**src/blsbu_defines.vh**
```
// Opcode, state and width constants for the byte logic/shift/bit unit
`ifndef BLSBU_DEFINES_VH
`define BLSBU_DEFINES_VH

`define BLSBU_OP_W            5
`define BLSBU_OP_AND          5'h00
`define BLSBU_OP_OR           5'h01
`define BLSBU_OP_XOR          5'h02
`define BLSBU_OP_NOT          5'h03
`define BLSBU_ARITH_SHIFT_LEFT         5'h04
`define BLSBU_ARITH_SHIFT_RIGHT        5'h05
`define BLSBU_LOGIC_SHIFT_LEFT         5'h06
`define BLSBU_LOGIC_SHIFT_RIGHT        5'h07
`define BLSBU_ROTATE_LEFT              5'h08
`define BLSBU_ROTATE_RIGHT             5'h09
`define BLSBU_ROTATE_LEFT_VIA_CARRY    5'h0a
`define BLSBU_ROTATE_RIGHT_VIA_CARRY   5'h0b
`define BLSBU_BIT_SET_OP               5'h0c
`define BLSBU_BIT_CLEAR_OP             5'h0d
`define BLSBU_BIT_INVERT_OP            5'h0e
`define BLSBU_BIT_TEST_OP              5'h0f
`define BLSBU_CARRY_AND_BIT            5'h10
`define BLSBU_CARRY_AND_INV_BIT        5'h11
`define BLSBU_CARRY_OR_BIT             5'h12
`define BLSBU_CARRY_OR_INV_BIT         5'h13
`define BLSBU_CARRY_XOR_BIT            5'h14
`define BLSBU_CARRY_XOR_INV_BIT        5'h15
`define BLSBU_BIT_TO_CARRY             5'h16
`define BLSBU_INV_BIT_TO_CARRY         5'h17
`define BLSBU_CARRY_TO_BIT             5'h18
`define BLSBU_INV_CARRY_TO_BIT         5'h19

`define BLSBU_ST_W            2
`define BLSBU_ST_IDLE         2'h0
`define BLSBU_ST_READ         2'h1
`define BLSBU_ST_WRITE        2'h2

`define BLSBU_WO_READ_VALUE   8'hff
`define BLSBU_ADDR_W          16

`endif

```
**src/blsbu_unit.v**
```verilog
// Byte logic, shift, rotate and bit-manipulation datapath
`include "blsbu_defines.vh"

module blsbu_unit
(
  input  wire                      ref_clk,
  input  wire                      srst,
  input  wire                      clk_en,
  input  wire                      start,
  input  wire [`BLSBU_OP_W-1:0]    opcode,
  input  wire                      use_imm,
  input  wire                      mem_target,
  input  wire [`BLSBU_ADDR_W-1:0]  mem_addr,
  input  wire [7:0]                dest_data,
  input  wire [7:0]                source_register,
  input  wire [7:0]                imm_data,
  input  wire [2:0]                imm_bit,
  input  wire                      carry_in,
  input  wire                      zero_in,
  input  wire [7:0]                mem_rdata,
  input  wire                      mem_write_only,
  input  wire                      mem_ack,
  output wire                      busy,
  output reg                       done,
  output reg                       illegal_op,
  output reg  [7:0]                result,
  output reg                       result_we,
  output reg                       carry_out,
  output reg                       zero_out,
  output reg                       mem_rd,
  output reg                       mem_wr,
  output reg  [`BLSBU_ADDR_W-1:0]  mem_addr_out,
  output reg  [7:0]                mem_wdata
);

  reg [`BLSBU_ST_W-1:0]    state_reg;
  reg [`BLSBU_OP_W-1:0]    op_reg;
  reg [2:0]                bit_reg;
  reg                      carry_reg;
  reg                      zero_reg;

  reg [7:0]  operand;
  reg [2:0]  bit_idx;
  reg        imm_only;
  reg        is_bit_op;
  reg        is_rmw;
  reg [7:0]  calc_val;
  reg        calc_c;
  reg        calc_z;
  reg        calc_we;
  reg        calc_illegal;
  reg [7:0]  onehot;
  reg        sel_bit;
  reg [7:0]  rmw_byte;
  reg [7:0]  rmw_val;

  assign busy = (state_reg != `BLSBU_ST_IDLE);

  // Classify the opcode and pick the bit index source
  always @*
  begin
    is_bit_op = (opcode >= `BLSBU_BIT_SET_OP) &&
                (opcode <= `BLSBU_INV_CARRY_TO_BIT);
    is_rmw    = (opcode == `BLSBU_BIT_SET_OP) ||
                (opcode == `BLSBU_BIT_CLEAR_OP) ||
                (opcode == `BLSBU_BIT_INVERT_OP) ||
                (opcode == `BLSBU_CARRY_TO_BIT) ||
                (opcode == `BLSBU_INV_CARRY_TO_BIT);
    imm_only  = (opcode == `BLSBU_CARRY_AND_INV_BIT) ||
                (opcode == `BLSBU_CARRY_OR_INV_BIT) ||
                (opcode == `BLSBU_CARRY_XOR_INV_BIT) ||
                (opcode == `BLSBU_INV_BIT_TO_CARRY) ||
                (opcode == `BLSBU_INV_CARRY_TO_BIT);
    // index immediate or register low bits
    bit_idx   = use_imm ? imm_bit : source_register[2:0];
    operand   = use_imm ? imm_data : source_register;
  end

  // Compute one operation on a byte; shared by register and memory paths
  // byte-wide operands only
  task blsbu_compute;
    input [`BLSBU_OP_W-1:0] op;
    input [7:0]             d;
    input [7:0]             s;
    input [2:0]             idx;
    input                   c;
    input                   z;
    reg   [7:0]             mask;
    reg                     b;
    begin
      mask    = 8'h01 << idx;
      b       = |(d & mask);
      calc_val = d;
      calc_c   = c;
      calc_z   = z;
      calc_we  = 1'b1;
      case (op)
        `BLSBU_OP_AND:   calc_val = d & s;
        `BLSBU_OP_OR:    calc_val = d | s;
        `BLSBU_OP_XOR:   calc_val = d ^ s;
        `BLSBU_OP_NOT:   calc_val = ~d;
        `BLSBU_ARITH_SHIFT_LEFT:
        begin
          calc_val = {d[6:0], 1'b0};
          calc_c   = d[7];
        end
        `BLSBU_ARITH_SHIFT_RIGHT:
        begin
          calc_val = {d[7], d[7:1]};
          calc_c   = d[0];
        end
        `BLSBU_LOGIC_SHIFT_LEFT:
        begin
          calc_val = {d[6:0], 1'b0};
          calc_c   = d[7];
        end
        `BLSBU_LOGIC_SHIFT_RIGHT:
        begin
          calc_val = {1'b0, d[7:1]};
          calc_c   = d[0];
        end
        `BLSBU_ROTATE_LEFT:
        begin
          calc_val = {d[6:0], d[7]};
          calc_c   = d[7];
        end
        `BLSBU_ROTATE_RIGHT:
        begin
          calc_val = {d[0], d[7:1]};
          calc_c   = d[0];
        end
        `BLSBU_ROTATE_LEFT_VIA_CARRY:
        begin
          calc_val = {d[6:0], c};
          calc_c   = d[7];
        end
        `BLSBU_ROTATE_RIGHT_VIA_CARRY:
        begin
          calc_val = {c, d[7:1]};
          calc_c   = d[0];
        end
        `BLSBU_BIT_SET_OP:     calc_val = d | mask;
        `BLSBU_BIT_CLEAR_OP:   calc_val = d & ~mask;
        `BLSBU_BIT_INVERT_OP:  calc_val = d ^ mask;
        `BLSBU_BIT_TEST_OP:
        begin
          calc_z  = ~b;
          calc_we = 1'b0;
        end
        `BLSBU_CARRY_AND_BIT:
        begin
          calc_c  = c & b;
          calc_we = 1'b0;
        end
        `BLSBU_CARRY_AND_INV_BIT:
        begin
          calc_c  = c & ~b;
          calc_we = 1'b0;
        end
        `BLSBU_CARRY_OR_BIT:
        begin
          calc_c  = c | b;
          calc_we = 1'b0;
        end
        `BLSBU_CARRY_OR_INV_BIT:
        begin
          calc_c  = c | ~b;
          calc_we = 1'b0;
        end
        `BLSBU_CARRY_XOR_BIT:
        begin
          calc_c  = c ^ b;
          calc_we = 1'b0;
        end
        `BLSBU_CARRY_XOR_INV_BIT:
        begin
          calc_c  = c ^ ~b;
          calc_we = 1'b0;
        end
        `BLSBU_BIT_TO_CARRY:
        begin
          calc_c  = b;
          calc_we = 1'b0;
        end
        `BLSBU_INV_BIT_TO_CARRY:
        begin
          calc_c  = ~b;
          calc_we = 1'b0;
        end
        `BLSBU_CARRY_TO_BIT:
          calc_val = c ? (d | mask) : (d & ~mask);
        `BLSBU_INV_CARRY_TO_BIT:
          calc_val = c ? (d & ~mask) : (d | mask);
        default:         calc_we  = 1'b0;
      endcase
    end
  endtask

  // Register- and memory-path evaluation plus legality check
  always @*
  begin
    onehot   = 8'h00;
    sel_bit  = 1'b0;
    calc_val = 8'h00;
    calc_c   = 1'b0;
    calc_z   = 1'b0;
    calc_we  = 1'b0;
    rmw_byte = 8'h00;
    rmw_val  = 8'h00;
    calc_illegal = (opcode > `BLSBU_INV_CARRY_TO_BIT) ||
                   (imm_only && !use_imm) ||
                   (mem_target && !is_bit_op);
    if (state_reg == `BLSBU_ST_READ)
    begin
      // write-only target reads as all ones
      rmw_byte = mem_write_only ? `BLSBU_WO_READ_VALUE : mem_rdata;
      blsbu_compute(op_reg, rmw_byte, 8'h00, bit_reg, carry_reg, zero_reg);
      rmw_val  = calc_val;
    end
    else
    begin
      blsbu_compute(opcode, dest_data, operand, bit_idx, carry_in, zero_in);
    end
    onehot  = 8'h01 << bit_idx;
    sel_bit = |(dest_data & onehot);
  end

  // Sequencer: one cycle for register ops, read/modify/write for memory bit writes, read only for memory tests
  always @(posedge ref_clk)
  begin
    if (srst)
    begin
      state_reg    <= `BLSBU_ST_IDLE;
      op_reg       <= `BLSBU_OP_AND;
      bit_reg      <= 3'h0;
      carry_reg    <= 1'b0;
      zero_reg     <= 1'b0;
      done         <= 1'b0;
      illegal_op   <= 1'b0;
      result       <= 8'h00;
      result_we    <= 1'b0;
      carry_out    <= 1'b0;
      zero_out     <= 1'b0;
      mem_rd       <= 1'b0;
      mem_wr       <= 1'b0;
      mem_addr_out <= {`BLSBU_ADDR_W{1'b0}};
      mem_wdata    <= 8'h00;
    end
    else if (clk_en)
    begin
      done       <= 1'b0;
      result_we  <= 1'b0;
      illegal_op <= 1'b0;
      case (state_reg)
        `BLSBU_ST_IDLE:
        begin
          if (start && calc_illegal)
          begin
            illegal_op <= 1'b1;
            done       <= 1'b1;
          end
          else if (start && mem_target)
          begin
            op_reg       <= opcode;
            bit_reg      <= bit_idx;
            carry_reg    <= carry_in;
            zero_reg     <= zero_in;
            mem_addr_out <= mem_addr;
            mem_rd       <= 1'b1;
            state_reg    <= `BLSBU_ST_READ;
          end
          else if (start)
          begin
            result    <= calc_val;
            result_we <= calc_we;
            carry_out <= calc_c;
            zero_out  <= calc_z;
            done      <= 1'b1;
          end
        end
        `BLSBU_ST_READ:
        begin
          if (mem_ack)
          begin
            mem_rd    <= 1'b0;
            carry_out <= calc_c;
            zero_out  <= calc_z;
            if (is_rmw_op(op_reg))
            begin
              // steps two and three, modify and write
              mem_wdata <= rmw_val;
              mem_wr    <= 1'b1;
              state_reg <= `BLSBU_ST_WRITE;
            end
            else
            begin
              done      <= 1'b1;
              state_reg <= `BLSBU_ST_IDLE;
            end
          end
        end
        `BLSBU_ST_WRITE:
        begin
          // Same address held from the read phase
          if (mem_ack)
          begin
            mem_wr    <= 1'b0;
            done      <= 1'b1;
            state_reg <= `BLSBU_ST_IDLE;
          end
        end
        default:
          state_reg <= `BLSBU_ST_IDLE;
      endcase
    end
  end

  // True for operations that write the whole byte back
  function is_rmw_op;
    input [`BLSBU_OP_W-1:0] op;
    begin
      is_rmw_op = (op == `BLSBU_BIT_SET_OP) ||
                  (op == `BLSBU_BIT_CLEAR_OP) ||
                  (op == `BLSBU_BIT_INVERT_OP) ||
                  (op == `BLSBU_CARRY_TO_BIT) ||
                  (op == `BLSBU_INV_CARRY_TO_BIT);
    end
  endfunction

endmodule

```
**config.mk**
```make
export PLATFORM = sky130hd
export DESIGN_NAME = blsbu_unit
export DESIGN_NICKNAME = d
export VERILOG_FILES = /design/src/blsbu_unit.v
export VERILOG_INCLUDE_DIRS = /design/src /design/src/src
export SDC_FILE = /design/constraint.sdc
export NUM_CORES = 1
export LEC_CHECK = 0
export ABC_AREA = 1
export BUFFER_PORTS_ARGS = -buffer_cell sky130_fd_sc_hd__buf_2
export CAP_MARGIN = 40
export CORE_UTILIZATION = 30
export CTS_BUF_LIST = sky130_fd_sc_hd__clkbuf_4 sky130_fd_sc_hd__clkbuf_8 sky130_fd_sc_hd__clkbuf_16
export DETAILED_ROUTE_END_ITERATION = 8
export PLACE_DENSITY = 0.5
export SYNTH_ARGS = -nofsm -noshare
export SYNTH_HDL_FRONTEND = slang
export SYNTH_SLANG_ARGS = --single-unit
```
**constraint.sdc**
```tcl
create_clock -name ref_clk -period 3.9 [get_ports ref_clk]
set_input_delay 0 -clock ref_clk [delete_from_list [all_inputs] [get_ports ref_clk]]
set_output_delay 0 -clock ref_clk [all_outputs]
set_load 0.01 [all_outputs]
```
==> impl_results.md <==
- Drt via density: approximately 5
- Unrepaired setup endpoints after global routing: false
- Worst slew margin: between 30% and 40%
- Starting Density: between 30 and 40%
- Clock transition at path regs: roughly 70 ps
- Clk buf depth: 2
- Largest reg by FF count: mem_addr_out
- Crit. End Element: flop
- Max reg flops: 16
- GRT Max-Usage Layer: met2
- Status: completed
- Worst hold margin: roughly 40 ps
- Post-layout minimum cycle time: 2378 ps
- Final Hold Viols: 0
- Drt total wl: about 18 mm
- Biggest regs: mem_addr_out x16, mem_wdata x8, result x8
- DRC violations left: 0
- Final ANT Viol Nets: 0
- Sequential cell area fraction in the yosys report: roughly a fifth
- Vias in the first global route: about 5900
- Worst Hold Class: in2reg
- Vias post-DR: roughly 6000
- Post-synth ARST share: 0%
- Synthesized instance count: just under 900
- Worst-Skew Late Latency: roughly 300 ps
- MaxCap Viol Count: 0
- Peak supply drop: roughly 160 uV
- Final Util: 36.65%
- Most common cell in the netlist: nand2_1
- Mapped Nets: 973
- GR Layer Usage met1: between 20% and 30%
- Root buf cell: clkbuf_16
- Port bufs: around 110
- CTS sink cnt: 51
- Final setup violation count: 0
- Share of cells above drive strength 1: 16.53%
- P per Cell Area: roughly 330 nW/um2
- Area growth syn-to-layout: 19.39%
- Largest net degree at the start of global routing: between 40 and 50
- Post-CTS Resized: 0
- Static leakage: 0.003009 uW
- Setup bufs post-CTS: 0
- Inserted Clock Buffers: 5
- Met3 usage: under 10%
- Gr ovfl total: 0
- Post-route cell area: just over 6000 um2
- CTS tree: yes
- Die extent in x: 132.3 um
- Initial antenna violation count: 0
- Final net count: about 1100
- Die area: 17500 um2
- Arrival time at the worst endpoint: 2570 ps
- Netlist cell types: 42
- Most used DFF post-synth: dfxtp_1
- Htree depth: 2
- Wire per inst: about 15 um
- Setup total negative slack: 0 ps
- Seq cells post-synth: 51
- Placed cell area: 5768 um2
- Final Cycle Share: approximately three fifths
- Fmax: between 0.4 and 0.5 GHz
- DRT iter0 DRCs: between 300 and 400
- Post-synth EDFFs: 0
- Total core area: about 17000 um2
- CP startpoint kind: flop
- Area contributors post-synth: dfxtp_1, nand2_1, inv_1
- Mapped Area: just over 5000 um2
- Synth Area per Inst: 5.766 um2
- # IOs: around 110
- Setup Crit Path Kind: reg2reg
- Max-slew violations: 0
- DRT Pass-1 Iters: 5
- # rows: 47
- Gp weighted congestion: 0.9118
- Share of the synthesized area in the top cell type: 20.05%
- Die Y: 132.3 um
- First-pass GRT wire length: around 29 mm
- Slew @ Worst Pin: 912.8 ps
- Total GRT Usage: 20.61%
- Largest area contributor in the netlist: dfxtp_1
- Ys Warns: 0
- Antenna cells: 0
- CP Data Required Time: a little over 4000 ps
- GR Util met2: around two fifths
- FILL cells: approximately 2000
- Synth cell count leaders: nand2_1, inv_1, nor2_1
- Clk_skew: about 4.2 ps
- Crit Path Max Fanout: 11
- Detailed placement HPWL: about 14 mm
-- repair_timing --
item	CTS	global route
hold endpoints to repair	17	0
hold buffers	17	0
setup endpoints to repair	0	0
-- logic make-up after synthesis --
logic type	Yosys count	share of synthesized area (%)
flip-flops	51	20.05
adder cells (fa/ha/maj)	24	5.898
XOR/XNOR	3	0.5162
AND/OR/NAND/NOR	462	40.06
AO/OA/AOI/OAI	192	21.50
buffers and inverters	151	11.97
-- power by group --
group / total, uW / switching [uW] / internal [uW]
Combinational: 948 / 636 / 312
Clock: 433 / 198 / 235
Sequential: 653 / 58.5 / 595
-- critical path: stages (launching register included) --
cell	delay, ps
dfxtp_1	480
inv_2	170
nor2_1	170
nand2_1	270
a21oi_2	270
nor2_1	60
nand2_1	220
inv_1	140
nand2_1	110
nand3_1	120
nand2_1	100
clkinv_1	60
nand2_1	60
a21oi_1	50
-- metrics by stage --
stage,power (uW),std cells,setup WS [ps]
after floorplan,1302,883,2043
after global placement,1584,1180,1373
after detailed placement,1590,1181,1580
after CTS,2049,1206,1570
after global routing,2200,1206,1280
final,2035,1206,1522
-- area by class of cell --
type	count	area [um2]	share of cell area (%)
multi-input cells	681	3461	56.94
flip-flops and latches	51	1021	16.80
repair buffers	124	723.2	11.90
inverters	122	457.9	7.534
well taps	220	275.3	4.529
clock buffers	5	125.1	2.058
clock inverters	3	15.01	0.2470
-- routing by layer --
metal	vias to the layer above	share of wire, %
met1	2743	43
li1	3097	-
met5	-	0
met4	0	2.7
met2	163	51
met3	30	3.3
-- path summary, 6_finish.rpt --
path / start / to / slack [ps] / cells after the start
worst max-delay path: op_reg[4]$_SDFFE_PP0P_ / result[1]$_SDFFE_PP0P_ / 1520 / 13
worst min-delay path: srst / result[4]$_SDFFE_PP0P_ / 40 / 2
worst max register to register: op_reg[4]$_SDFFE_PP0P_ / result[1]$_SDFFE_PP0P_ / 1520 / 13
worst min register to register: mem_addr_out[9]$_SDFFE_PP0P_ / mem_addr_out[9]$_SDFFE_PP0P_ / 440 / 2
-- cell usage in the layout (no fill, tap or decap), types with 15 or more instances in the layout --
cell type	count
nand2_1	238
dfxtp_1	51
ha_1	24
o21ai_0	51
nand4_1	18
o211ai_1	25
inv_2	15
o21ai_1	35
dlygate4sd3_1	17
inv_1	103
a21oi_1	59
buf_2	105
nand3_1	71
nor2_1	86
No activity file was read; power rests on OpenSTA's default activity.
